## src/rtl/dpl_regs.vh

```
// Purpose: register map, field positions and timing counts of the
//          parallel-load converter controller
// Assumes: 10 MHz clock, 100 ns per cycle
// Notes:   byte offsets on a 32-bit classic Wishbone slave
`ifndef DPL_REGS_VH
`define DPL_REGS_VH

// ==========================================================
// register offsets (byte addresses)
`define DPL_CTRL_OFS 4'h0
`define DPL_CODE_OFS 4'h4
`define DPL_CMD_OFS 4'h8
`define DPL_STAT_OFS 4'hC

// ==========================================================
// control fields
`define DPL_CTRL_SLEEP 0
`define DPL_CTRL_BUF 1
`define DPL_CTRL_GAIN 2
`define DPL_CTRL_SYNC 3
`define DPL_CTRL_RST 32'h0000_0000

// ==========================================================
// command fields (write only, self clearing)
`define DPL_CMD_WRITE 0
`define DPL_CMD_UPDATE 1
`define DPL_CMD_CLEAR 2

// ==========================================================
// status fields
`define DPL_STAT_BUSY 0

// ==========================================================
// timing: least strobe width and spacing, in ns and cycles
`define DPL_CLK_NS 100
`define DPL_STROBE_NS 20
`define DPL_GAP_NS 50
`define DPL_STROBE_CYC ((`DPL_STROBE_NS + `DPL_CLK_NS - 1) / `DPL_CLK_NS)
`define DPL_GAP_CYC ((`DPL_GAP_NS + `DPL_CLK_NS - 1) / `DPL_CLK_NS)

`endif

```

## src/rtl/dpl_host_ctrl.v

```verilog
// Purpose: host controller driving a parallel-load converter's pins
// Assumes: classic Wishbone slave, 32-bit data, 10 MHz clock
// Notes:   pins other than sleep_n_o held stable around every write strobe edge
//
// Implementation choices: the register addresses and the Wishbone register port.
`timescale 1ns/10ps
`default_nettype none
`include "dpl_regs.vh"

// Overview of operation
// - write only with select and write low
// - upper_byte_select steers byte on byte variant
// - sync update falls inside write, rises after
// - async update released before write rises
// - data and selects stable around write edge
module dpl_host_ctrl #(
  parameter CODE_W = 12,        // 8, 10 or 12
  parameter BUS_W = 12          // pins on the data bus, 8 for byte variant
) (
  input wire clk_i,             // system clock
  input wire rst_i,             // synchronous reset, high
  input wire wb_cyc_i,          // wishbone cycle
  input wire wb_stb_i,          // wishbone strobe
  input wire wb_we_i,           // wishbone write
  input wire [3:0] wb_adr_i,    // wishbone byte address
  input wire [3:0] wb_sel_i,    // wishbone byte lanes
  input wire [31:0] wb_dat_i,   // wishbone write data
  output reg [31:0] wb_dat_o,   // wishbone read data
  output reg wb_ack_o,          // wishbone acknowledge
  output wire select_n_o,       // device select, low active
  output wire write_n_o,        // write strobe, low active
  output wire output_update_n_o, // update strobe, low active
  output wire zeroing_input_n_o, // clear, low active
  output reg sleep_n_o,         // power-down, low active
  output reg buffer_sel_o,      // reference buffer on
  output reg gain_sel_o,        // double output range
  output reg upper_byte_select_o, // byte variant: high byte
  output reg [BUS_W-1:0] parallel_code_o // data pins, msb highest
);

  reg [31:0] ctrl;
  reg [CODE_W-1:0] code;
  reg [1:0] phase;              // byte variant: bytes left
  reg start;
  reg [1:0] kind;
  wire busy;
  wire req = wb_cyc_i & wb_stb_i & ~wb_ack_o;
  wire wr = req & wb_we_i;
  wire [31:0] code_merged;      // code register after byte lanes
  wire cmd_ok;                  // command accepted this cycle

  // sequence kinds handed to the pin sequencer
  localparam KIND_WRITE = 2'd0;
  localparam KIND_UPDATE = 2'd1;
  localparam KIND_CLEAR = 2'd2;

  // byte lanes to merge on write
  function [31:0] merge;
    input [31:0] old;
    input [31:0] nw;
    input [3:0] sel;
    integer i;
    begin
      merge = old;
      for (i = 0; i < 4; i = i + 1)
        if (sel[i])
          merge[i*8 +: 8] = nw[i*8 +: 8];
    end
  endfunction

  // register address decode, shared by read and write paths
  function hit;
    input [3:0] adr;
    input [3:0] ofs;
    begin
      hit = (adr == ofs);
    end
  endfunction

  // ==========================================================
  // sequencer instance
  dpl_strobe_seq u_seq (
    .clk_i(clk_i),
    .rst_i(rst_i),
    .start_i(start),
    .kind_i(kind),
    .sync_i(ctrl[`DPL_CTRL_SYNC]),
    .select_n_o(select_n_o),
    .write_n_o(write_n_o),
    .update_n_o(output_update_n_o),
    .clear_n_o(zeroing_input_n_o),
    .busy_o(busy)
  );

  // ==========================================================
  // write data merge and command acceptance
  assign code_merged = merge({{(32-CODE_W){1'b0}}, code}, wb_dat_i,
                             wb_sel_i);
  // commands are taken only while nothing is in flight
  assign cmd_ok = wr && hit(wb_adr_i, `DPL_CMD_OFS) && !busy && !start
                  && phase == 2'h0 && wb_sel_i[0];

  // ==========================================================
  // bus answer: ack one cycle after the request, read data with it
  always @(posedge clk_i) begin
    if (rst_i) begin
      wb_ack_o <= 1'b0;
      wb_dat_o <= 32'h0000_0000;
    end else begin
      wb_ack_o <= req;
      wb_dat_o <= 32'h0000_0000;
      if (req && !wb_we_i) begin
        if (hit(wb_adr_i, `DPL_CTRL_OFS))
          wb_dat_o <= ctrl;
        else if (hit(wb_adr_i, `DPL_CODE_OFS))
          wb_dat_o <= {{(32-CODE_W){1'b0}}, code};
        else if (hit(wb_adr_i, `DPL_STAT_OFS))
          wb_dat_o <= {31'h0, busy | start | (|phase)};
      end
    end
  end

  // control and code registers, byte lanes honoured
  always @(posedge clk_i) begin
    if (rst_i) begin
      ctrl <= `DPL_CTRL_RST;
      code <= {CODE_W{1'b0}};
    end else begin
      if (wr && hit(wb_adr_i, `DPL_CTRL_OFS))
        ctrl <= merge(ctrl, wb_dat_i, wb_sel_i) & 32'h0000_000F;
      if (wr && hit(wb_adr_i, `DPL_CODE_OFS))
        code <= code_merged[CODE_W-1:0];
    end
  end

  // ==========================================================
  // command issue: clear wins over write, write over update
  always @(posedge clk_i) begin
    if (rst_i) begin
      start <= 1'b0;
      kind <= KIND_WRITE;
      phase <= 2'h0;
    end else begin
      start <= 1'b0;
      // commands ignored while a sequence is running
      if (cmd_ok) begin
        if (wb_dat_i[`DPL_CMD_CLEAR]) begin
          kind <= KIND_CLEAR;
          start <= 1'b1;
        end else if (wb_dat_i[`DPL_CMD_WRITE]) begin
          kind <= KIND_WRITE;
          start <= 1'b1;
          phase <= (BUS_W < CODE_W) ? 2'd2 : 2'd1;
        end else if (wb_dat_i[`DPL_CMD_UPDATE]) begin
          kind <= KIND_UPDATE;
          start <= 1'b1;
        end
      end
      // second byte of a byte-wide write follows the first
      if (!start && !busy && phase == 2'd1 && BUS_W < CODE_W
          && kind == KIND_WRITE && upper_byte_select_o) begin
        start <= 1'b1;
      end
      if (start && kind == KIND_WRITE && phase != 2'h0)
        phase <= phase - 2'd1;
    end
  end

  // ==========================================================
  // buffer and gain pins set before select and held to the end; sleep follows ctrl every cycle
  always @(posedge clk_i) begin
    if (rst_i) begin
      sleep_n_o <= 1'b1;
      buffer_sel_o <= 1'b0;
      gain_sel_o <= 1'b0;
    end else begin
      sleep_n_o <= ~ctrl[`DPL_CTRL_SLEEP];
      if (!busy && !start) begin
        buffer_sel_o <= ctrl[`DPL_CTRL_BUF];
        gain_sel_o <= ctrl[`DPL_CTRL_GAIN];
      end
    end
  end

  // ==========================================================
  // data pins and byte steering, frozen while a sequence runs
  always @(posedge clk_i) begin
    if (rst_i) begin
      upper_byte_select_o <= 1'b0;
      parallel_code_o <= {BUS_W{1'b0}};
    end else begin
      if (!busy && !start) begin
        if (BUS_W < CODE_W) begin
          // high byte first, then low byte
          upper_byte_select_o <= (phase == 2'd2) ||
            (phase == 2'd0 && wr && wb_adr_i == `DPL_CMD_OFS);
          if (phase == 2'd1 && upper_byte_select_o)
            upper_byte_select_o <= 1'b0;
          parallel_code_o <= upper_byte_select_o && phase == 2'd1
            ? code[BUS_W-1:0]
            : code[CODE_W-1 -: BUS_W] >> 0;
          if (phase == 2'd0)
            parallel_code_o <= code[CODE_W-1 -: BUS_W] >> (2*BUS_W-CODE_W);
        end else begin
          parallel_code_o <= code[BUS_W-1:0];
        end
      end
    end
  end

endmodule // dpl_host_ctrl
`default_nettype wire

```

## src/rtl/dpl_strobe_seq.v

```verilog
// Purpose: pin sequencer that plays one write, update or clear cycle
// Assumes: 10 MHz clock; every step lasts at least one cycle
// Notes:   each write step is one clock apart, update and select rise together, well above all setups
`timescale 1ns/10ps
`default_nettype none
`include "dpl_regs.vh"

module dpl_strobe_seq #(
  parameter STROBE_CYC = `DPL_STROBE_CYC,
  parameter GAP_CYC = `DPL_GAP_CYC
) (
  input wire clk_i,             // system clock
  input wire rst_i,             // synchronous reset, high
  input wire start_i,           // one-cycle request
  input wire [1:0] kind_i,      // 0 write, 1 update, 2 clear
  input wire sync_i,            // update in step with write
  output reg select_n_o,        // device select pin
  output reg write_n_o,         // write strobe pin
  output reg update_n_o,        // output_update_n pin
  output reg clear_n_o,         // zeroing_input_n pin
  output reg busy_o             // sequence running
);

  localparam S_IDLE = 3'd0;
  localparam S_SEL = 3'd1;
  localparam S_WLOW = 3'd2;
  localparam S_WHIGH = 3'd3;
  localparam S_REL = 3'd4;
  localparam S_PULSE = 3'd5;
  localparam S_GAP = 3'd6;

  reg [2:0] state;
  reg [7:0] cnt;
  reg [1:0] kind;
  reg sync;

  // ==========================================================
  // sequencer
  always @(posedge clk_i) begin
    if (rst_i) begin
      state <= S_IDLE;
      cnt <= 8'h00;
      kind <= 2'h0;
      sync <= 1'b0;
      select_n_o <= 1'b1;
      write_n_o <= 1'b1;
      update_n_o <= 1'b1;
      clear_n_o <= 1'b1;
      busy_o <= 1'b0;
    end else begin
      case (state)
        S_IDLE: begin
          if (start_i) begin
            busy_o <= 1'b1;
            kind <= kind_i;
            sync <= sync_i;
            cnt <= STROBE_CYC[7:0];
            if (kind_i == 2'd0) begin
              select_n_o <= 1'b0;
              state <= S_SEL;
            end else begin
              if (kind_i == 2'd1)
                update_n_o <= 1'b0;
              else
                clear_n_o <= 1'b0;
              state <= S_PULSE;
            end
          end
        end
        S_SEL: begin
          write_n_o <= 1'b0;
          state <= S_WLOW;
        end
        S_WLOW: begin
          // in sync mode update falls after write falls
          if (sync)
            update_n_o <= 1'b0;
          if (cnt > 8'h01)
            cnt <= cnt - 8'h01;
          else
            state <= S_WHIGH;
        end
        S_WHIGH: begin
          write_n_o <= 1'b1; // data captured at this rising edge
          state <= S_REL;
        end
        S_REL: begin
          // update released only after write has risen
          update_n_o <= 1'b1;
          select_n_o <= 1'b1;
          cnt <= GAP_CYC[7:0];
          state <= S_GAP;
        end
        S_PULSE: begin
          if (cnt > 8'h01)
            cnt <= cnt - 8'h01;
          else begin
            update_n_o <= 1'b1;
            clear_n_o <= 1'b1;
            cnt <= GAP_CYC[7:0];
            state <= S_GAP;
          end
        end
        S_GAP: begin
          if (cnt > 8'h01)
            cnt <= cnt - 8'h01;
          else begin
            busy_o <= 1'b0;
            state <= S_IDLE;
          end
        end
        default: state <= S_IDLE;
      endcase
    end
  end

endmodule // dpl_strobe_seq
`default_nettype wire

```

## config.mk

```make
export PLATFORM = sky130hd
export DESIGN_NAME = dpl_host_ctrl
export DESIGN_NICKNAME = d
export VERILOG_FILES = /design/src/rtl/dpl_host_ctrl.v /design/src/rtl/dpl_strobe_seq.v
export VERILOG_INCLUDE_DIRS = /design/src /design/src/rtl
export SDC_FILE = /design/constraint.sdc
export NUM_CORES = 1
export LEC_CHECK = 0
export BUFFER_PORTS_ARGS = -buffer_cell sky130_fd_sc_hd__buf_2
export CORE_UTILIZATION = 40
export CTS_BUF_LIST = sky130_fd_sc_hd__clkbuf_4 sky130_fd_sc_hd__clkbuf_8 sky130_fd_sc_hd__clkbuf_16
export DETAILED_ROUTE_END_ITERATION = 10
export PLACE_DENSITY_LB_ADDON = 0.1
export SETUP_SLACK_MARGIN = 0.2
export SYNTH_ARGS = -nofsm -noshare
export SYNTH_HDL_FRONTEND = slang
export SYNTH_SLANG_ARGS = --single-unit
```

## constraint.sdc

```tcl
create_clock -name clk_i -period 1.8 [get_ports clk_i]
set_input_delay 0.09 -clock clk_i [delete_from_list [all_inputs] [get_ports clk_i]]
set_output_delay 0.09 -clock clk_i [all_outputs]
set_load 0.005 [all_outputs]
```

# Yosys cells after proc, flatten, opt, wreduce, memory -nomap -nowiden

Index checks and enable logic that the tools add are counted.

$add $sub $neg: 2
Order comparisons: 1
Equal/unequal tests: 21
Mux-type cells: 40
Bitwise operators: 9
Reduce and logical (&&, ||, !) cells: 46

Operators with widths:

| cell                                                                     | number |
|---|---|
| 8-bit one-hot mux with 4 select lines                                    | 1 |
| 8-bit 2-to-1 mux                                                         | 3 |
| 3-bit one-hot mux with 7 select lines                                    | 1 |
| 1-bit 2-to-1 mux                                                         | 16 |
| 3-bit 2-to-1 mux                                                         | 5 |
| 2-bit 2-to-1 mux                                                         | 7 |
| 2-bit inequality test (second input constant)                            | 7 |
| 2-bit nonzero test                                                       | 7 |
| 12-bit 2-to-1 mux                                                        | 1 |
| 3-bit AND reduction                                                      | 4 |
| 1-bit logical AND                                                        | 11 |
| 2-bit AND reduction                                                      | 5 |
| 3-bit == test (second input constant)                                    | 3 |
| 4-bit == test (second input constant)                                    | 2 |
| 8-bit by 1-bit > comparator with 1-bit output (second input constant)    | 1 |
| 2-bit by 1-bit inequality test with 1-bit output (second input constant) | 4 |
| 1-bit one-hot mux with 2 select lines                                    | 4 |
| 4-bit nonzero test                                                       | 2 |
| 2-bit OR reduction                                                       | 4 |
| 8-bit by 1-bit subtractor with 8-bit output (second input constant)      | 1 |
| 3-bit by 2-bit == test with 1-bit output (second input constant)         | 2 |
| 6-bit AND reduction                                                      | 1 |
| 5-bit AND reduction                                                      | 1 |
| 4-bit by 3-bit == test with 1-bit output (second input constant)         | 1 |
| 16 further kinds                                                         | 25 |

Flip-flop bits (word level): 86
Bits of input ports: 45
Word-level logic and storage cells: 141

# Depth between registers and ports, before layout

Depth in word-level cells: 10
Depth in mapped cells: 6

# Cells and area by module

From an unflattened synthesis, not the netlist that was laid out.

Cell total of the unflattened synthesis: 329
Area, all modules: 2,940.3 um^2

Modules (own cells, without submodules):

| module         | times used | cells each | area an instance (um^2) |
|---|---|---|---|
| dpl_host_ctrl  | 1          | 220        | 2,000.7 |
| dpl_strobe_seq | 1          | 109        | 939.7 |

# Least setup slack after synthesis

Ideal clock, no wire load.

Path kind: register -> register
From: register u_seq.cnt[0]
To: register u_seq.cnt[3]
Library setup time: 72 ps
Arrival: 1,629 ps
Required time: 1,728 ps
Setup slack: 100 ps
Cell stages (with the launch flop): 7
Path buffers: 0
Clock period less this slack: 1,700 ps
Cells stage by stage: dfxtp_1 > inv_1 > ha_1 > or2_2 > a31oi_1 > o21ai_0 > a21oi_1

Longest elaborated chain between the ends: 3
Elaborated cells between the ends (all ways): 7

Ends and longest elaborated chain:

| what                                                                                                         | line                                      | RTL |
|---|---|---|
| start: declaration                                                                                           | dpl_strobe_seq.v:33                       | `reg [7:0] cnt;` |
| start signal: assignment                                                                                     | dpl_strobe_seq.v:57                       | `cnt <= STROBE_CYC[7:0];` |
| start signal: assignment                                                                                     | dpl_strobe_seq.v:79                       | `cnt <= cnt - 8'h01;` |
| start signal: assignment                                                                                     | dpl_strobe_seq.v:91                       | `cnt <= GAP_CYC[7:0];` |
| 8-bit by 1-bit subtractor with 8-bit output or 8-bit by 1-bit > comparator with 1-bit output (tied branches) | --                                        |  |
| 8-bit 2-to-1 mux (tied with other cells)                                                                     | dpl_strobe_seq.v:78, dpl_strobe_seq.v:105 |  |
| 8-bit one-hot mux with 4 select lines or 3-bit AND reduction (tied branches)                                 | --                                        |  |

Parallel ways exist; a longest one is shown, timed or not. The select of a mux whose other input is x is not followed.
A chain may end at the register's enable or synchronous reset.

# Worst setup path after layout

From: register u_seq.cnt[4]
To: register u_seq.cnt[4]

Same word-level chain as after synthesis.

==> results by group <==
Outcome
  – Status: finished, final reports clean

CTS
  – Clk sinks: 66
  – Clk Latency, worst-skew pair: roughly 0.33 ns
  – TritonCTS clock tree: built
  – Clock tree root buffer cell: clkbuf_8
  – Clock Tree Buf Depth: 2
  – Clock Pin Slew Worst Setup and Hold Paths: around 0.070 ns
  – CTS HTree Levels: 3
  – CTS Buf Count: 9

Placed design
  – DP HPWL: ~4700 um
  – DP Cell Count: 492
  – Port Buffers: 54
  – Post-place setup slack: approximately 0.047 ns
  – Placer Congestion: 0.7979

Floorplan
  – Std-Cell Rows: 30
  – Core ar.: just under 7000 um2
  – Die height: roughly 88 um
  – Die footprint: slightly below 8000 um2
  – Top-level I/O count: a little under 100
  – Initial Utilization: a little over two fifths
  – Die Wd: between 80 and 90 um

Power and ir drop
  – Leakage: around 1.7 nW
  – Net switching power: 654.6 uW
  – Total power per unit cell area: 724.6 nW/um2
  – Internal power: roughly 2.2 mW
  – Switching share of total power: between 20% and 30%
  – Worst VDD drop: ~360 uV
  – Power share of the clock group: a little over two fifths
  – Seq pwr share: 52.1%
  – Comb pwr share: around 4.4%

Routing
  – ANT nets after route: 0
  – Wirelength per Cell: approximately 13 um
  – Routed vias/inst: slightly below 5
  – Vias: 2584
  – Drt first pass iters: 4
  – Total Wirelength: 7058 um
  – Initial drt markers: roughly 110
  – DR DRC count: 0

Setup path
  – WP data required: between 2 and 2.5 ns
  – Worst setup SP type: flop
  – Arrival time at the worst endpoint: 1.92 ns
  – Endpoint class of the critical path: flop
  – WS Path Type: flop to flop
  – Critical Path Fanout Max: 5

STA
  – Min Tclk post-route: between 1.5 and 2 ns
  – Fmax: 0.6009 GHz
  – Worst setup margin: approximately 0.14 ns
  – Post-Route Setup TNS: 0 ns
  – Final hold violations: 0
  – Slew headroom: between 50 and 60%
  – Layout Skew: around 0.0055 ns
  – Final slew viol count: 0
  – Tightest Pin Transition: about 0.64 ns
  – RSZ-0062 raised after global routing: yes
  – Setup violators final: 0
  – Tcrit/Tclk final: 92.45%

Final layout
  – Commonest non-fill, non-tap cell in the layout: dfxtp_1
  – Non-Filler Instances: about 530
  – Share of layout cells above drive strength 1: between 30% and 40%
  – Most frequent cells in the layout: 59 x dfxtp_1, 54 x buf_2, 39 x nand2_1
  – Final core utilization: between 50% and 60%
  – ANT cells: 0
  – Net count, final: ~470
  – Layout area overhead: 31.88%

Hold path
  – Hold Path Class: input pin to flop

GRT
  – Initial antenna violation count: 0
  – Largest net degree at the start of global routing: 46
  – Total gr overflow: 0
  – GRT Total Usage: 18.82%
  – First-pass GRT wire length: roughly 11000 um
  – Vias in the first global route: about 2300

Yosys
  – Number of synthesized flops with an enable pin: 0
  – Post-synthesis cell area: 2935 um2
  – Yosys cell types: 52
  – Syn Inst Count: roughly 330
  – Synth Warn #: 0
  – Async set or reset register ratio after synthesis: 0%
  – Seq/Total Area, Yosys: a little under half
  – Most used flip-flop cell after synthesis: dfxtp_1
  – Avg Inst Size Synth: 8.841 um2
  – Synthesized flop and latch total: 66

Flow run
  – Max Cap Viol: 0
==> final timing paths <==
check	from	endpoint	slack, ns	cells past startpoint
max reg2reg	u_seq.cnt[4]	u_seq.cnt[4]	0.14	5
max	u_seq.cnt[4]	u_seq.cnt[4]	0.14	5
min	wb_dat_i[1]	code[1]	0.09	3
min reg2reg	ctrl[0]	sleep_n_o	0.41	1
==> layer usage <==
layer / track usage (%) / vias to the layer above / share of wire [%]
li1: - / 1315 / -
met1: 23.73 / 1193 / 47
met2: 31.25 / 71 / 48
met3: 5.844 / 5 / 4.3
met4: 4.918 / 0 / 0.68
met5: 0 / - / 0
==> cell families after synthesis <==
group | count (synthesis) | share of synthesized area [%]
and+or+nand+nor | 128 | 22.12
AOI/OAI and AO/OA | 66 | 15.90
muxes | 19 | 6.479
other | 1 | 0.1278
buffers and inverters | 49 | 9.079
adders and majority gates | 3 | 1.279
DFF | 66 | 45.01
==> sequential cells by signal (all words and copies together), names as in the netlist <==
name              flops
code                 12
parallel_code_o      12
wb_dat_o             12
u_seq.cnt             8
ctrl                  4
u_seq.state           3
kind                  2
phase                 2
buffer_sel_o          1
gain_sel_o            1
sleep_n_o             1
start                 1
u_seq.busy_o          1
u_seq.clear_n_o       1
u_seq.select_n_o      1
u_seq.sync            1
u_seq.update_n_o      1
u_seq.write_n_o       1
wb_ack_o              1
==> power by group through the flow <==
| stage | sequential [mW] | combinational, mW | clock [mW] |
|---|---|---|---|
| finish | 1.46 | 0.125 | 1.22 |
| detailed placement | 1.50 | 0.0996 | 0 |
| CTS | 1.46 | 0.119 | 1.26 |
| global route | 1.46 | 0.138 | 1.34 |
| floorplan | 1.50 | 0.0858 | 0 |
| global placement | 1.50 | 0.100 | 0 |
==> synth_stat cells, types with 2 or more instances <==
library cell	instances	share of area, %
dfxtp_1	66	45
nand2_1	39	5.0
nor2_1	33	4.2
a21oi_1	23	3.9
buf_4	22	5.6
mux2i_1	19	6.5
clkbuf_1	13	1.7
inv_1	12	1.5
and2_1	9	1.9
nand3_1	8	1.4
nor3_1	8	1.4
o21ai_0	7	1.2
nand4_1	5	1.1
o211ai_1	5	1.3
a31oi_1	4	0.85
nand2b_1	4	0.85
a22o_1	3	0.90
a32oi_1	3	0.90
ha_1	3	1.3
nor2b_1	3	0.64
o221ai_1	3	0.90
or2_2	3	0.64
a211o_1	2	0.60
nand4b_1	2	0.60
nor3b_1	2	0.51
nor4b_1	2	0.60
o2111ai_1	2	0.60
o311ai_0	2	0.60
o41ai_1	2	0.60
==> final cells by class <==
| type | count | area (um2) |
|---|---|---|
| well taps | 96 | 120.1 |
| inverters | 13 | 48.80 |
| flip-flops and latches | 66 | 1333 |
| multi-input cells | 237 | 1545 |
| clock inverters | 7 | 68.82 |
| repair buffers | 97 | 631.9 |
| fillers | 657 | 3073 |
| clock buffers | 9 | 123.9 |
==> through the flow <==
stage	power, mW	cell area (um2)	hold WS (ns)
CTS	2.843	3760	0.05495
detailed placement	1.598	3405	0.3269
global placement	1.598	3405	0.3219
floorplan	1.584	3037	0.2230
global route	2.940	3871	0.07696
finish	2.805	3871	0.09145
==> worst max-delay path, cell delays in order, from the launching register on <==
cell      delay (ns)
dfxtp_4         0.35
or4_4           0.56
nor3_4          0.26
buf_4           0.19
o221ai_2        0.09
a21oi_1         0.15
==> timing repair <==
item,4_1_cts,5_1_grt
setup buffers,4,2
pin swaps,5,6
hold buffers,11,0
setup endpoints to repair,11,17
hold endpoints to repair,11,0
gates resized for setup,9,21
(Power assumes the default switching activity.)
